<file path="src/rtl/opd_pkg.sv">
// Opcode decoder package: field layouts, opcode values, class and operation codes, timing.
// Assumes a single core clock; no software-visible registers.
package opd_pkg;

    localparam int OPD_DATA_W = 8;
    // Register operand codes
    localparam logic [2:0] REG_B = 3'h0;
    localparam logic [2:0] REG_C = 3'h1;
    localparam logic [2:0] REG_D = 3'h2;
    localparam logic [2:0] REG_E = 3'h3;
    localparam logic [2:0] REG_H = 3'h4;
    localparam logic [2:0] REG_L = 3'h5;
    localparam logic [2:0] REG_MEM = 3'h6;
    localparam logic [2:0] REG_A = 3'h7;
    // Field positions
    localparam int DEST_LSB = 3;
    localparam int SRC_LSB = 0;
    // Conditional return condition codes
    localparam logic [2:0] CC_NONZERO = 3'h0;
    localparam logic [2:0] CC_ZERO = 3'h1;
    localparam logic [2:0] CC_NOCARRY = 3'h2;
    localparam logic [2:0] CC_CARRY = 3'h3;
    localparam logic [2:0] CC_PAR_ODD = 3'h4;
    localparam logic [2:0] CC_PAR_EVEN = 3'h5;
    localparam logic [2:0] CC_POSITIVE = 3'h6;
    localparam logic [2:0] CC_MINUS = 3'h7;
    // Accumulator operation codes
    localparam logic [2:0] ALU_ADD = 3'h0;
    localparam logic [2:0] ALU_ADC = 3'h1;
    localparam logic [2:0] ALU_SUB = 3'h2;
    localparam logic [2:0] ALU_SUB_BORROW = 3'h3;
    localparam logic [2:0] ALU_AND = 3'h4;
    localparam logic [2:0] ALU_XOR = 3'h5;
    localparam logic [2:0] ALU_OR = 3'h6;
    localparam logic [2:0] ALU_COMPARE = 3'h7;
    // Accumulator special codes
    localparam logic [2:0] SP_ROT_LEFT = 3'h0;
    localparam logic [2:0] SP_ROT_RIGHT = 3'h1;
    localparam logic [2:0] SP_ROT_LEFT_CY = 3'h2;
    localparam logic [2:0] SP_ROT_RIGHT_CY = 3'h3;
    localparam logic [2:0] SP_DEC_ADJ = 3'h4;
    localparam logic [2:0] SP_INVERT = 3'h5;
    localparam logic [2:0] SP_SET_CY = 3'h6;
    localparam logic [2:0] SP_INV_CY = 3'h7;
    // Fixed opcodes
    localparam logic [7:0] OP_INTERRUPTS_ON = 8'hfb;
    localparam logic [7:0] OP_INTERRUPTS_OFF = 8'hf3;
    localparam logic [7:0] OP_IDLE = 8'h00;
    localparam logic [7:0] OP_STOP = 8'h76;
    localparam logic [7:0] OP_MASK_READ = 8'h20;
    localparam logic [7:0] OP_MASK_WRITE = 8'h30;
    localparam logic [7:0] OP_PORT_IN = 8'hdb;
    localparam logic [7:0] OP_PORT_OUT = 8'hd3;
    // Conditional durations in states
    localparam logic [3:0] COND_SHORT_STATES = 4'h6;
    localparam logic [3:0] COND_LONG_STATES = 4'hc;
    localparam logic [7:0] RESET_OPCODE = 8'h00;

    typedef enum logic [11:0] {
        CLS_NONE = 12'h001,
        CLS_RET_COND = 12'h002,
        CLS_RESTART = 12'h004,
        CLS_PORT_IN = 12'h008,
        CLS_PORT_OUT = 12'h010,
        CLS_INC = 12'h020,
        CLS_DEC = 12'h040,
        CLS_ALU_REG = 12'h080,
        CLS_ALU_IMM = 12'h100,
        CLS_ACC_SPECIAL = 12'h200,
        CLS_CONTROL = 12'h400,
        CLS_MASK = 12'h800
    } opd_class_type;

    typedef struct packed {
        logic [7:0] opcode;
        logic sign;
        logic zero;
        logic parity;
        logic carry;
    } opd_in_type;

    typedef struct packed {
        opd_class_type op_class;
        logic [2:0] alu_op;
        logic [2:0] special_op;
        logic [2:0] src_reg_field;
        logic [2:0] dest_reg_field;
        logic mem_operand;
        logic imm_operand;
        logic carry_in;
        logic carry_used;
        logic [2:0] cond_code;
        logic cond_taken;
        logic [3:0] states;
        logic [7:0] restart_vector;
        logic interrupts_on;
        logic interrupts_off;
        logic idle_opcode;
        logic stop_execution;
        logic interrupt_mask_read;
        logic interrupt_mask_write;
        logic rot_fill;
        logic rot_carry_out;
        logic valid;
    } opd_out_type;

endpackage

</file>
<file path="src/rtl/opd_decoder.sv">
// Registered opcode decoder for an 8-bit accumulator core.
// Assumes opcode and flags come from logic on the core clock, sampled when i_valid.
`timescale 1ns/1ps

// What this block does
// - Register fields decode B..L as 000..101, A as 111; 110 means memory byte.
// - Conditional instructions take 6 states if not taken, 12 if taken.
// - 11ccc000 is conditional return; codes for nonzero, positive, minus, parity tests.
// - 10ooosss is accumulator operation ooo with source register sss.
// - 11ooo110 performs the same eight operations on a following immediate byte.
// - Source field 110 in 10ooosss accumulator operations fetches the operand from memory.
// - Add-with-carry uses carry flag as input; plain add ignores it.
// - Subtract-with-borrow subtracts carry too; plain subtract does not use it.
// - 00ooo111 are rotates, decimal adjust, complement, set and invert carry.
// - Rotates via carry take carry in as rot_fill; rot_carry_out stays 0; plain rotates wrap the bit.
module opd_decoder (
    input wire logic i_clk,
    input wire logic i_rst_n,
    input wire logic i_valid,
    input wire opd_pkg::opd_in_type i_data,
    output opd_pkg::opd_out_type o_dec
);
    import opd_pkg::*;

    opd_out_type state_reg;
    opd_out_type state_next;

    ////////////////////////////////////////////////////////////////////////////
    // Condition test
    function automatic logic cond_met(input logic [2:0] cc, input opd_in_type f);
        logic r;
        r = 1'b0;
        case (cc)
            CC_NONZERO: r = !f.zero;
            CC_ZERO: r = f.zero;
            CC_NOCARRY: r = !f.carry;
            CC_CARRY: r = f.carry;
            CC_PAR_ODD: r = !f.parity;
            CC_PAR_EVEN: r = f.parity;
            CC_POSITIVE: r = !f.sign;
            default: r = f.sign;
        endcase
        return r;
    endfunction

    // Major group and low field match
    function automatic logic in_group(input logic [7:0] o, input logic [1:0] hi,
        input logic [2:0] lo);
        return o[7:6] == hi && o[2:0] == lo;
    endfunction

    ////////////////////////////////////////////////////////////////////////////
    // Decode
    always_comb begin
        logic [7:0] op;
        logic [2:0] mid;
        logic [2:0] low;
        op = i_data.opcode;
        mid = op[DEST_LSB +: 3];
        low = op[SRC_LSB +: 3];
        state_next = state_reg;
        if (i_valid) begin
            state_next = '0;
            state_next.op_class = CLS_NONE;
            state_next.valid = 1'b1;
            state_next.dest_reg_field = mid;
            state_next.src_reg_field = low;
            state_next.cond_code = mid;
            if (op == OP_INTERRUPTS_ON) begin
                state_next.op_class = CLS_CONTROL;
                state_next.interrupts_on = 1'b1;
            end else if (op == OP_INTERRUPTS_OFF) begin
                state_next.op_class = CLS_CONTROL;
                state_next.interrupts_off = 1'b1;
            end else if (op == OP_IDLE) begin
                state_next.op_class = CLS_CONTROL;
                state_next.idle_opcode = 1'b1;
            end else if (op == OP_STOP) begin
                state_next.op_class = CLS_CONTROL;
                state_next.stop_execution = 1'b1;
            end else if (op == OP_MASK_READ) begin
                state_next.op_class = CLS_MASK;
                state_next.interrupt_mask_read = 1'b1;
            end else if (op == OP_MASK_WRITE) begin
                state_next.op_class = CLS_MASK;
                state_next.interrupt_mask_write = 1'b1;
            end else if (op == OP_PORT_IN) begin
                state_next.op_class = CLS_PORT_IN;
            end else if (op == OP_PORT_OUT) begin
                state_next.op_class = CLS_PORT_OUT;
            end else if (in_group(op, 2'h3, 3'h0)) begin
                state_next.op_class = CLS_RET_COND;
                state_next.cond_taken = cond_met(mid, i_data);
                state_next.states = state_next.cond_taken ? COND_LONG_STATES
                                                          : COND_SHORT_STATES;
            end else if (in_group(op, 2'h3, 3'h7)) begin
                state_next.op_class = CLS_RESTART;
                state_next.restart_vector = {2'h0, mid, 3'h0};
            end else if (in_group(op, 2'h3, 3'h6)) begin
                state_next.op_class = CLS_ALU_IMM;
                state_next.alu_op = mid;
                state_next.imm_operand = 1'b1;
            end else if (op[7:6] == 2'h2) begin
                state_next.op_class = CLS_ALU_REG;
                state_next.alu_op = mid;
                state_next.mem_operand = (low == REG_MEM);
            end else if (in_group(op, 2'h0, 3'h4)) begin
                state_next.op_class = CLS_INC;
                state_next.mem_operand = (mid == REG_MEM);
            end else if (in_group(op, 2'h0, 3'h5)) begin
                state_next.op_class = CLS_DEC;
                state_next.mem_operand = (mid == REG_MEM);
            end else if (in_group(op, 2'h0, 3'h7)) begin
                state_next.op_class = CLS_ACC_SPECIAL;
                state_next.special_op = mid;
                if (mid == SP_ROT_LEFT_CY || mid == SP_ROT_RIGHT_CY) begin
                    state_next.carry_used = 1'b1;
                    state_next.rot_fill = i_data.carry;
                end
            end
            if (state_next.op_class == CLS_ALU_REG || state_next.op_class == CLS_ALU_IMM) begin
                state_next.carry_used = (mid == ALU_ADC || mid == ALU_SUB_BORROW);
                state_next.carry_in = state_next.carry_used & i_data.carry;
            end
        end
    end

    ////////////////////////////////////////////////////////////////////////////
    // State register
    always_ff @(posedge i_clk or negedge i_rst_n) begin
        if (!i_rst_n) begin
            state_reg <= '{op_class: CLS_NONE, default: '0};
        end else begin
            state_reg <= state_next;
        end
    end

    assign o_dec = state_reg;

    ////////////////////////////////////////////////////////////////////////////
    // Checks on operand fields and groups
    a_dest_field: assert property (@(posedge i_clk) disable iff (!i_rst_n)
        i_valid |=> o_dec.dest_reg_field == $past(i_data.opcode[5:3]) &&
            o_dec.src_reg_field == $past(i_data.opcode[2:0]))
        else $error("operand field decode wrong");
    a_inc_memory: assert property (@(posedge i_clk) disable iff (!i_rst_n)
        i_valid && i_data.opcode == 8'h34 |=> o_dec.op_class == CLS_INC && o_dec.mem_operand)
        else $error("memory increment decode wrong");
    a_mem_source: assert property (@(posedge i_clk) disable iff (!i_rst_n)
        i_valid && i_data.opcode[7:6] == 2'h2 |=>
            o_dec.mem_operand == ($past(i_data.opcode[2:0]) == 3'h6))
        else $error("memory source decode wrong");
    a_imm_source: assert property (@(posedge i_clk) disable iff (!i_rst_n)
        i_valid && i_data.opcode == 8'hfe |=> o_dec.imm_operand && !o_dec.mem_operand)
        else $error("immediate source decode wrong");
    a_cond_states: assert property (@(posedge i_clk) disable iff (!i_rst_n)
        i_valid && i_data.opcode == 8'he8 |=>
            o_dec.states == ($past(i_data.parity) ? COND_LONG_STATES : COND_SHORT_STATES))
        else $error("conditional duration wrong");
    a_ret_decode: assert property (@(posedge i_clk) disable iff (!i_rst_n)
        i_valid && i_data.opcode == 8'hc0 && !i_data.zero |=>
            o_dec.op_class == CLS_RET_COND && o_dec.cond_taken)
        else $error("return on nonzero wrong");
    a_ret_parity: assert property (@(posedge i_clk) disable iff (!i_rst_n)
        i_valid && i_data.opcode == 8'he0 |=>
            o_dec.op_class == CLS_RET_COND && o_dec.cond_taken == !$past(i_data.parity))
        else $error("return on parity odd wrong");
    a_ret_minus: assert property (@(posedge i_clk) disable iff (!i_rst_n)
        i_valid && i_data.opcode == 8'hf8 |=> o_dec.cond_taken == $past(i_data.sign))
        else $error("return on minus wrong");
    a_alu_reg: assert property (@(posedge i_clk) disable iff (!i_rst_n)
        i_valid && i_data.opcode[7:6] == 2'h2 |=>
            o_dec.op_class == CLS_ALU_REG && o_dec.alu_op == $past(i_data.opcode[5:3]))
        else $error("register alu decode wrong");
    a_alu_imm: assert property (@(posedge i_clk) disable iff (!i_rst_n)
        i_valid && i_data.opcode[7:6] == 2'h3 && i_data.opcode[2:0] == 3'h6 |=>
            o_dec.op_class == CLS_ALU_IMM && o_dec.imm_operand &&
            o_dec.alu_op == $past(i_data.opcode[5:3]))
        else $error("immediate alu decode wrong");
    a_carry_plain: assert property (@(posedge i_clk) disable iff (!i_rst_n)
        i_valid && i_data.opcode == 8'h81 && i_data.carry |=> !o_dec.carry_in && !o_dec.carry_used)
        else $error("plain add uses carry");
    a_imm_carry: assert property (@(posedge i_clk) disable iff (!i_rst_n)
        i_valid && i_data.opcode == 8'hce |=>
            o_dec.carry_used && o_dec.carry_in == $past(i_data.carry))
        else $error("immediate add with carry wrong");
    a_borrow_use: assert property (@(posedge i_clk) disable iff (!i_rst_n)
        i_valid && i_data.opcode == 8'h99 && i_data.carry |=> o_dec.carry_in)
        else $error("borrow not used");
    a_sub_plain: assert property (@(posedge i_clk) disable iff (!i_rst_n)
        i_valid && i_data.opcode == 8'hd6 |=> !o_dec.carry_in && !o_dec.carry_used)
        else $error("plain subtract uses carry");
    a_special_op: assert property (@(posedge i_clk) disable iff (!i_rst_n)
        i_valid && i_data.opcode[7:6] == 2'h0 && i_data.opcode[2:0] == 3'h7 |=>
            o_dec.op_class == CLS_ACC_SPECIAL && o_dec.special_op == $past(i_data.opcode[5:3]))
        else $error("accumulator special decode wrong");
    a_rot_carry: assert property (@(posedge i_clk) disable iff (!i_rst_n)
        i_valid && i_data.opcode == 8'h17 |=>
            o_dec.rot_fill == $past(i_data.carry) && o_dec.special_op == SP_ROT_LEFT_CY)
        else $error("rotate via carry fill wrong");
    a_rot_right: assert property (@(posedge i_clk) disable iff (!i_rst_n)
        i_valid && i_data.opcode == 8'h1f |=>
            o_dec.rot_fill == $past(i_data.carry) && o_dec.carry_used)
        else $error("rotate right via carry wrong");
    a_rot_plain: assert property (@(posedge i_clk) disable iff (!i_rst_n)
        i_valid && i_data.opcode == 8'h07 |=> !o_dec.rot_fill && !o_dec.carry_used)
        else $error("plain rotate uses carry");

    ////////////////////////////////////////////////////////////////////////////
    // Checks on fixed codes, restart vector and register decrement
    a_fixed_halt: assert property (@(posedge i_clk) disable iff (!i_rst_n)
        i_valid && i_data.opcode == 8'h76 |=> o_dec.stop_execution && !o_dec.interrupts_on)
        else $error("halt decode wrong");
    a_fixed_enable: assert property (@(posedge i_clk) disable iff (!i_rst_n)
        i_valid && i_data.opcode == 8'hfb |=> o_dec.interrupts_on && o_dec.op_class == CLS_CONTROL)
        else $error("interrupt enable decode wrong");
    a_idle_code: assert property (@(posedge i_clk) disable iff (!i_rst_n)
        i_valid && i_data.opcode == 8'h00 |=>
            o_dec.idle_opcode && o_dec.op_class == CLS_CONTROL && !o_dec.stop_execution)
        else $error("idle decode wrong");
    a_mask_write: assert property (@(posedge i_clk) disable iff (!i_rst_n)
        i_valid && i_data.opcode == 8'h30 |=>
            o_dec.interrupt_mask_write && !o_dec.interrupt_mask_read && o_dec.op_class == CLS_MASK)
        else $error("mask write decode wrong");
    a_restart_vec: assert property (@(posedge i_clk) disable iff (!i_rst_n)
        i_valid && i_data.opcode == 8'hef |=> o_dec.restart_vector == 8'h28)
        else $error("restart vector wrong");
    a_port_dirs: assert property (@(posedge i_clk) disable iff (!i_rst_n)
        i_valid && (i_data.opcode == 8'hdb || i_data.opcode == 8'hd3) |=>
            o_dec.op_class == ($past(i_data.opcode[3]) ? CLS_PORT_IN : CLS_PORT_OUT))
        else $error("port direction decode wrong");
    a_dec_register: assert property (@(posedge i_clk) disable iff (!i_rst_n)
        i_valid && i_data.opcode == 8'h0d |=> o_dec.op_class == CLS_DEC && !o_dec.mem_operand)
        else $error("register decrement decode wrong");

endmodule // opd_decoder

</file>
<file path="config.mk">
export PLATFORM = sky130hd
export DESIGN_NAME = opd_decoder
export DESIGN_NICKNAME = d
export VERILOG_FILES = /design/src/rtl/opd_pkg.sv /design/src/rtl/opd_decoder.sv
export SDC_FILE = /design/constraint.sdc
export NUM_CORES = 1
export LEC_CHECK = 0
export BUFFER_PORTS_ARGS = -buffer_cell sky130_fd_sc_hd__buf_2
export CAP_MARGIN = 0
export CORE_MARGIN = 4
export CORE_UTILIZATION = 45
export DETAILED_ROUTE_END_ITERATION = 16
export PLACE_DENSITY_LB_ADDON = 0.12
export SETUP_SLACK_MARGIN = 0.3
export SLEW_MARGIN = 25
export SYNTH_ARGS = -nofsm -noshare
export SYNTH_HDL_FRONTEND = slang
export SYNTH_SLANG_ARGS = --single-unit
</file>
<file path="constraint.sdc">
create_clock -name i_clk -period 0.82 [get_ports i_clk]
set_input_delay 0.082 -clock i_clk [delete_from_list [all_inputs] [get_ports i_clk]]
set_output_delay 0.082 -clock i_clk [all_outputs]
set_load 0.02 [all_outputs]
</file>
# After elaboration in Yosys (flattened, before gate mapping)
# Index checks and enable logic that the tools add are counted.
[classes] addsub=0 n_mul=0 div=0 order_cmp=0 eq_ne=21 shift=0 muxes=109 n_bitwise=1 reduce_logical=17
[op_table] operator="$mux W13" n=9
[op_table] operator="$mux W12" n=7
[op_table] operator="$mux W10" n=8
[op_table] operator="$mux W6" n=13
[op_table] operator="$mux W1" n=48
[op_table] operator="$eq A8 B8 Y1 const B" n=4
[op_table] operator="$mux W2" n=12
[op_table] operator="$eq A3 B3 Y1 const B" n=7
[op_table] operator="$mux W3" n=7
[op_table] operator="$eq A8 B6 Y1 const B" n=2
[op_table] operator="$eq A12 B8 Y1 const B" n=1
[op_table] operator="$eq A12 B9 Y1 const B" n=1
[op_table] operator="$mux W5" n=2
[op_table] operator="$eq A8 B7 Y1 const B" n=1
[op_table] operator="$logic_not A8 Y1" n=1
[op_table] operator="$mux W4" n=2
[op_table] operator="$pmux W1 S7" n=1
[op_table] operator="$eq A3 B2 Y1 const B" n=2
[op_table] operator="$logic_and A1 B1 Y1" n=6
[op_table] operator="$logic_not A3 Y1" n=2
[op_table] operator="$eq A2 B2 Y1 const B" n=2
[op_table] operator="$logic_not A1 Y1" n=4
[op_table] operator="$eq A3 B1 Y1 const B" n=1
[op_table] operator="$logic_or A1 B1 Y1" n=3
[op_table] operator="2 further kinds" n=2
[word_totals] reg_bits=49 latchBits=0 ramBits=0 mem_bits_ro=0 input_bits=15 out_inout_bits=53 word_cells=168 memories=0

# Logic depth before layout (Yosys ltp)
# Gate-level depths: netlist (run 1).
[logic_depth] ltp_word=22 ltp_mapped=5 depth_no_buf=4

# Worst setup path before layout (run 1)
# No wires, ideal clock.
[synth_timing] path_type="input to register" from="input port i_data[10] (netlist bit)" to="register state_reg, in the netlist o_dec[39]" setup_time_ps=142 t_arrival_ps=1034 t_required_ps=678 setup_slack_ps=-356 stages=4 n_path_buf=0 path_cell_list="or3_1 > a221o_1 > o311ai_2 > o32ai_1"
[synth_via] elab_chain_cells=13 word_cells_on_any_way=25 classes_between="9 x eq/ne; 12 x mux; 4 x reduce/logical"
[synth_lines] item="start, declared" line="opd_decoder.sv:20" rtl="input wire opd_pkg::opd_in_type i_data,"
[synth_lines] item="$eq A2 B2 Y1 (on tied branches)" line="opd_decoder.sv:103, opd_decoder.sv:49"
[synth_lines] item="$mux W3 or $logic_and A1 B1 Y1 (tied branches)" line="opd_decoder.sv:103, opd_decoder.sv:49"
[synth_lines] item="$mux W13" line="opd_decoder.sv:99" rtl="end else if (in_group(op, 2'h3, 3'h6)) begin"
[synth_lines] item="$mux W6" line="opd_decoder.sv:96" rtl="end else if (in_group(op, 2'h3, 3'h7)) begin"
[synth_lines] item="$mux W6" line="opd_decoder.sv:91" rtl="end else if (in_group(op, 2'h3, 3'h0)) begin"
[synth_lines] item="$mux W6" line="opd_decoder.sv:89" rtl="end else if (op == OP_PORT_OUT) begin"
[synth_lines] item="$mux W6" line="opd_decoder.sv:87" rtl="end else if (op == OP_PORT_IN) begin"
[synth_lines] item="$mux W6" line="opd_decoder.sv:84" rtl="end else if (op == OP_MASK_WRITE) begin"
[synth_lines] item="$mux W6" line="opd_decoder.sv:81" rtl="end else if (op == OP_MASK_READ) begin"
[synth_lines] item="$mux W6" line="opd_decoder.sv:78" rtl="end else if (op == OP_STOP) begin"
[synth_lines] item="$mux W6" line="opd_decoder.sv:75" rtl="end else if (op == OP_IDLE) begin"
[synth_lines] item="$mux W6" line="opd_decoder.sv:72" rtl="end else if (op == OP_INTERRUPTS_OFF) begin"
[synth_lines] item="$mux W6 (*)" line="opd_decoder.sv:69" rtl="if (op == OP_INTERRUPTS_ON) begin"
[synth_lines] item="end signal, assigned" line="opd_decoder.sv:134" rtl="state_reg <= state_next;"
[synth_lines] item="end, declared" line="opd_decoder.sv:25" rtl="opd_out_type state_reg;"
# Every way passes the cells marked *; elsewhere a longest branch is shown, timed or not.
# A chain may end at the register's enable or synchronous reset.

==> results of run 1 <==
## cell type report
cell class / count / area [sq um] / share of cell area
sequential: 40 / 1020 / 0.258
inverter: 34 / 130 / 0.0328
timing repair buffer: 150 / 1580 / 0.399
multi-input combinational: 112 / 1080 / 0.272
tap: 52 / 65.1 / 0.0164
clock inverter: 3 / 18.8 / 0.00474
clock buffer: 5 / 68.8 / 0.0174
## stage by stage
| stage | instance area (sq um) | hold slack, ns | std cells | total power (W) | setup WS [ns] |
|---|---|---|---|---|---|
| after global placement | 2760 | 0.0530 | 343 | 0.00303 | -0.470 |
| after CTS | 3610 | 0.156 | 380 | 0.00466 | -0.234 |
| after global routing | 3960 | -0.222 | 396 | 0.00504 | -0.343 |
| after detailed placement | 2760 | 0.0514 | 343 | 0.00304 | -0.482 |
| after floorplan | 2260 | -0.214 | 212 | 0.00272 | -0.284 |
| final | 3960 | -0.225 | 396 | 0.00488 | -0.244 |
## power breakdown
part           total (W)  internal, W  switching (W)
sequential       0.00213      0.00206      0.0000759
clock            0.00136     0.000595       0.000769
combinational    0.00138     0.000696       0.000685
## critical path: stages (launching register included)
cell and delay (ns):
dfstp_2 0.56, nand2b_1 0.10, o31ai_2 0.07, o32ai_1 0.12, a21oi_1 0.14
## worst paths after layout
check	start	to	slack (ns)	cells past startpoint
min reg2reg	o_dec[50]	o_dec[50]	0.54	1
max reg2reg	o_dec[41]	o_dec[41]	-0.24	4
min in group i_clk	i_valid	o_dec[41]	0.15	3
max in group asynchronous	i_rst_n	o_dec[41]	0.83	2
max	o_dec[41]	o_dec[41]	-0.24	4
min	i_rst_n	o_dec[13]	-0.23	2
## routing by layer
layer,vias to the layer above,share of wire
met4,0,0.052
met3,37,0.064
met2,115,0.52
li1,953,-
met5,-,0
met1,1099,0.37
## what timing repair did
action                                  CTS  global route
endpoints found under the setup margin   86           126
setup buffers                            27            16
gates resized for setup                 160            56
hold endpoints to repair                 40            40
pin swaps                                23            13
cloned                                    1             1
## cells in the final DEF (no fill, tap or decap), types with 3 or more instances in the layout
cell type | netlist | routed
nor2b_1 | 6 | 4
a21oi_1 | 4 | 4
dfrtp_1 | 39 | 24
buf_4 | 14 | 44
nand3_4 | 0 | 3
conb_1 | 1 | 7
nand2_1 | 8 | 5
o22ai_2 | 0 | 9
buf_8 | 0 | 3
nand4_1 | 4 | 4
nor2_4 | 0 | 3
buf_6 | 0 | 89
dfrtp_2 | 0 | 15
nand3_2 | 0 | 5
or2_4 | 0 | 3
clkbuf_8 | 0 | 5
buf_2 | 7 | 6
o21ai_1 | 0 | 3
o32ai_2 | 0 | 3
o21ai_2 | 0 | 9
inv_1 | 34 | 12
inv_2 | 0 | 21
buf_12 | 0 | 6
## kinds of logic after synthesis
kind of cell    Yosys count  share of synthesized area
compound gates           44                      0.156
flops                    40                      0.500
other cells               1                    0.00187
xor+xnor                  1                    0.00437
mux                       7                     0.0437
buf+inv                  60                      0.143
simple gates             53                      0.151
==> summary.md, run 1 <==
| Metric | Value |
|---|---|
| Cts hold-fix bufs | `1` |
| Critical Path AT | `1.29 ns` |
| Setup crit start kind | `register` |
| Max VDD drop | `0.767 mV` |
| Avg Cell Area, Syn | `9.72 sq um` |
| Vias | `2204` |
| Req. time, crit path | `1.05 ns` |
| Grt met2 use | `0.418` |
| Via/cell ratio | `5.57` |
| Setup TNS | `-7.06 ns` |
| H-tree Lvls | `2` |
| Total GRT Usage | `0.236` |
| Yosys top cell by area | `dfrtp_1` |
| Clock Root Buffer | `clkbuf_8` |
| Met3 global-route usage | `0.0401` |
| Hpwl dp | `3.79 mm` |
| Final ANT Viol Nets | `0` |
| Gr busiest metal | `met2` |
| Hold Slack | `-0.225 ns` |
| Maximum root-to-sink buffer count | `2` |
| Failing checks | `hold timing, setup timing` |
| Layout Nets | `358` |
| Largest net degree at the start of global routing | `32` |
| Post-Route Utilization | `0.916` |
| Mapped Cells | `206` |
| Layout cells sized above 1 | `0.753` |
| Crit Path Category | `reg -> reg` |
| Worst setup EP type | `register` |
| IO Pins | `68` |
| Mapped cell area | `0.00200 sq mm` |
| Final Max Tran Viols | `0` |
| Worst Hold Class | `in -> async` |
| Starting Density | `0.463` |
| FILL cells | `148` |
| Routed len/inst | `21.1 microns` |
| Crit path max fanout | `3` |
| Initial antenna violation count | `0` |
| Max-cap viol count | `0` |
| Core ar. | `0.00432 sq mm` |
| PnR worst setup slack | `-0.244 ns` |
| Async SR Flop Fraction | `1.00` |
| Global-route wire length before repair | `10.0 mm` |
| Layout area overhead | `97.8%` |
| Yosys cell types | `42` |
| Die Width | `74.7 microns` |
| Fin crit share | `1.30` |
| CTS buffer count | `5` |
| CTS Sinks | `40` |
| Grt total ovfl | `0` |
| Drt pass-1 iters | `4` |
| Synthesized flop and latch total | `40` |
| Worst Clk Skew | `0 ns` |
| Clock latency at the later pin of the worst-skew pair | `0.29 ns` |
| RD Place Congestion | `0.803` |
| Final period demand of the worst path | `1.06 ns` |
| Largest register FFs | `40` |
| # port buffers | `60` |
| RSZ-0062 raised after global routing | `true` |
| Drt drc | `0` |
| Hold Vio Cnt, Final | `40` |
| Cell Rows | `24` |
| Setup violators final | `60` |
| Leak | `1.84 nW` |
| Vert. Die Dim | `74.7 microns` |
| Top FF cell, synth | `dfrtp_1` |
| Most frequent cell after synthesis | `dfrtp_1` |
| ANT cells | `0` |
| Met1 usage | `0.298` |
| Number of enable flip-flop cells after synthesis | `0` |
| Clk slew on worst S/H paths | `0.08 ns` |
| CTS tree | `yes` |
| Top cell type's share of synthesized area | `0.487` |
| Vias in the first global route | `2050` |
| Die area | `0.00558 sq mm` |
| Ranking of synthesized cells by area | `dfrtp_1 49%, inv_1 6.4%, buf_4 5.2%` |
| First-iteration detailed-routing DRC count | `170` |
| Ys Warns | `0` |
| Max Fclk | `0.940 GHz` |
| Outcome | `complete, but fails checks` |
| Seq/Total Area, Yosys | `0.500` |
| Final WL | `8.36 mm` |
| Pwr/cell area | `1230 mW/mm^2` |
| Commonest cells in the netlist | `39 x dfrtp_1, 34 x inv_1, 14 x buf_4` |
(Power assumes the default switching activity.)
==> run 2: changes to the inputs <==
GPL_TIMING_DRIVEN = 0   (was unset)
==> run 2 against run 1 <==
Net effect: highest routed layer unchanged; flip-flop and latch count stayed put; worst hold slack worse by 0.029 ns; non-clock buffer count is 8 lower; register-to-register slack worse by 0.02 ns; first-iteration DRC count is 28% higher; die area stayed put; sequential share of layout area is 0.75 points higher; worst setup slack worse by 0.085 ns; the flow still finishes with violations (hold timing, setup timing); via count is 3.8% lower; critical path depth is 2 lower.
==> summary.md, run 2 (same netlist as run 1, synthesis figures left out) <==
| Metric | Value |
|---|---|
| Outcome | `complete, but fails checks` |
| Failing checks | `hold timing, setup timing` |
| Worst Hold Class | `in -> async` |
| Worst rel slew slack | `0.657` |
| # port buffers | `60` |
| H-tree Lvls | `2` |
| Commonest non-fill, non-tap cell in the layout | `buf_6` |
| Max-cap viol count | `0` |
| Worst-case reg-to-reg path depth | `4` |
| Vias in the first global route | `2140` |
| Crit Path Category | `reg -> out` |
| Final Max Tran Viols | `0` |
| Hold Slack | `-0.255 ns` |
| Core ar. | `0.00432 sq mm` |
| Gr busiest metal | `met2` |
| Max VDD drop | `1.41 mV` |
| Drt drc | `0` |
| Setup TNS | `-7.44 ns` |
| Routed len/inst | `19.6 microns` |
| R2R Setup Slk | `-0.26 ns` |
| RD Place Congestion | `0.843` |
| CTS buffer count | `5` |
| Via/cell ratio | `5.46` |
| CP endpoint | `o_dec[41]` |
| Crit path from | `o_dec[41]` |
| Fin crit share | `1.40` |
| Hold Vio Cnt, Final | `39` |
| Pwr/cell area | `1260 mW/mm^2` |
| Starting Density | `0.463` |
| Cell Rows | `24` |
| FILL cells | `188` |
| Leak | `1.77 nW` |
| Final WL | `7.59 mm` |
| Grt total ovfl | `0` |
| Die area | `0.00558 sq mm` |
| Layout Nets | `350` |
| Drt pass-1 iters | `5` |
| Global-route wire length before repair | `10.6 mm` |
| Met3 global-route usage | `0.0601` |
| IO Pins | `68` |
| Largest net degree at the start of global routing | `41` |
| Crit path max fanout | `3` |
| Layout area overhead | `92.1%` |
| Initial antenna violation count | `0` |
| Setup violators final | `63` |
| CP cell instances | `buf_6 > buf_6` |
| Vert. Die Dim | `74.7 microns` |
| CTS Sinks | `40` |
| Layout cells sized above 1 | `0.717` |
| Worst r2r dst | `o_dec[41]` |
| Worst Clk Skew | `0 ns` |
| PnR worst setup slack | `-0.330 ns` |
| Vias | `2120` |
| Launching point of the worst reg2reg path | `o_dec[41]` |
| Most frequent CP cell | `buf_6` |
| CTS tree | `yes` |
| Worst setup EP type | `output port` |
| Setup crit start kind | `register` |
| Clk slew on worst S/H paths | `0.08 ns` |
| Largest register FFs | `40` |
| Grt met2 use | `0.424` |
| Max Fclk | `0.870 GHz` |
| Final ANT Viol Nets | `0` |
| ANT cells | `0` |
| Maximum root-to-sink buffer count | `2` |
| Worst Tran Pin Value | `0.514 ns` |
| Most frequent cells in the layout | `78 x buf_6, 43 x buf_4, 24 x dfrtp_1` |
| RSZ-0062 raised after global routing | `true` |
| Die Width | `74.7 microns` |
| Clock latency at the later pin of the worst-skew pair | `0.29 ns` |
| First-iteration detailed-routing DRC count | `217` |
| Hpwl dp | `3.73 mm` |
| Slowest CP cell | `dfstp_2` |
| Clock Root Buffer | `clkbuf_8` |
| Met1 usage | `0.323` |
| Final period demand of the worst path | `1.15 ns` |
| Total GRT Usage | `0.255` |
| CP peak stage delay | `0.57 ns` |
| Critical Path AT | `1.07 ns` |
| Req. time, crit path | `0.74 ns` |
-- run 2: cell count changes in the layout (fill, tap and decap cells not counted), moves of 4 or more --
cell     previous run  this run
buf_6              89        78
buf_8               3         8
inv_1              12        16
inv_2              21        16
o21ai_1             3         8
o21ai_2             9         4
-- run 2: how the worst min path moves through the flow --
stage / endpoint / depth (start not counted)
floorplan: o_dec[0] / 0
CTS: o_dec[35] / 1
detailed placement: o_dec[35] / 1
finish: o_dec[35] / 1
global route: o_dec[52] / 1
global placement: o_dec[52] / 1
-- run 2: per-stage QoR --
stage          setup slack, ns  cell area, sq um  power (W)  utilization  std cells
2_1_floorplan           -0.284              2260    0.00272            -        212
3_3_place_gp            -0.496              2620    0.00299        0.606        324
3_5_place_dp            -0.491              2620    0.00299        0.606        324
4_1_cts                 -0.231              3530    0.00460        0.816        366
5_1_grt                 -0.359              3850    0.00498        0.890        388
6_report                -0.330              3850    0.00484        0.890        388
-- run 2: area by class of cell --
| cell class | instances | area [sq um] | area share |
|---|---|---|---|
| Timing Repair Buffer | 116 | 1200 | 0.312 |
| Multi-Input combinational cell | 112 | 1060 | 0.276 |
| Sequential cell | 40 | 1020 | 0.265 |
| Buffer | 26 | 284 | 0.0738 |
| Inverter | 34 | 135 | 0.0351 |
| Clock buffer | 7 | 76.3 | 0.0198 |
| Tap cell | 52 | 65.1 | 0.0169 |
| Clock inverter | 1 | 5.00 | 0.00130 |
-- run 2: worst max-delay path, delay by kind of cell, from the launching register on --
kind                   cells  cell delay [ns]
flip-flops                 1             0.57
buffers and inverters      2             0.20
-- run 2: where the power goes --
group	total (W)	switching, W	internal (W)
clock	0.00133	0.000735	0.000599
combinational	0.00138	0.000679	0.000700
sequential	0.00213	0.0000719	0.00206
total	0.00484	0.00149	0.00336
-- run 2: timing repair --
action / 4_1_cts / 5_1_grt
endpoints found under the setup margin: 125 / 86
resized for setup: 165 / 39
pin swaps: 23 / 23
endpoints found under the hold margin: 39 / 39
setup buffers: 33 / 22
cloned: 1 / 0
-- run 2: routing by layer --
metal,vias up,routed length [microns],part of all wire
met5,-,0,0
met1,1022,2860,0.38
met4,0,166,0.022
met3,24,574,0.076
li1,944,-,-
met2,130,4000,0.53
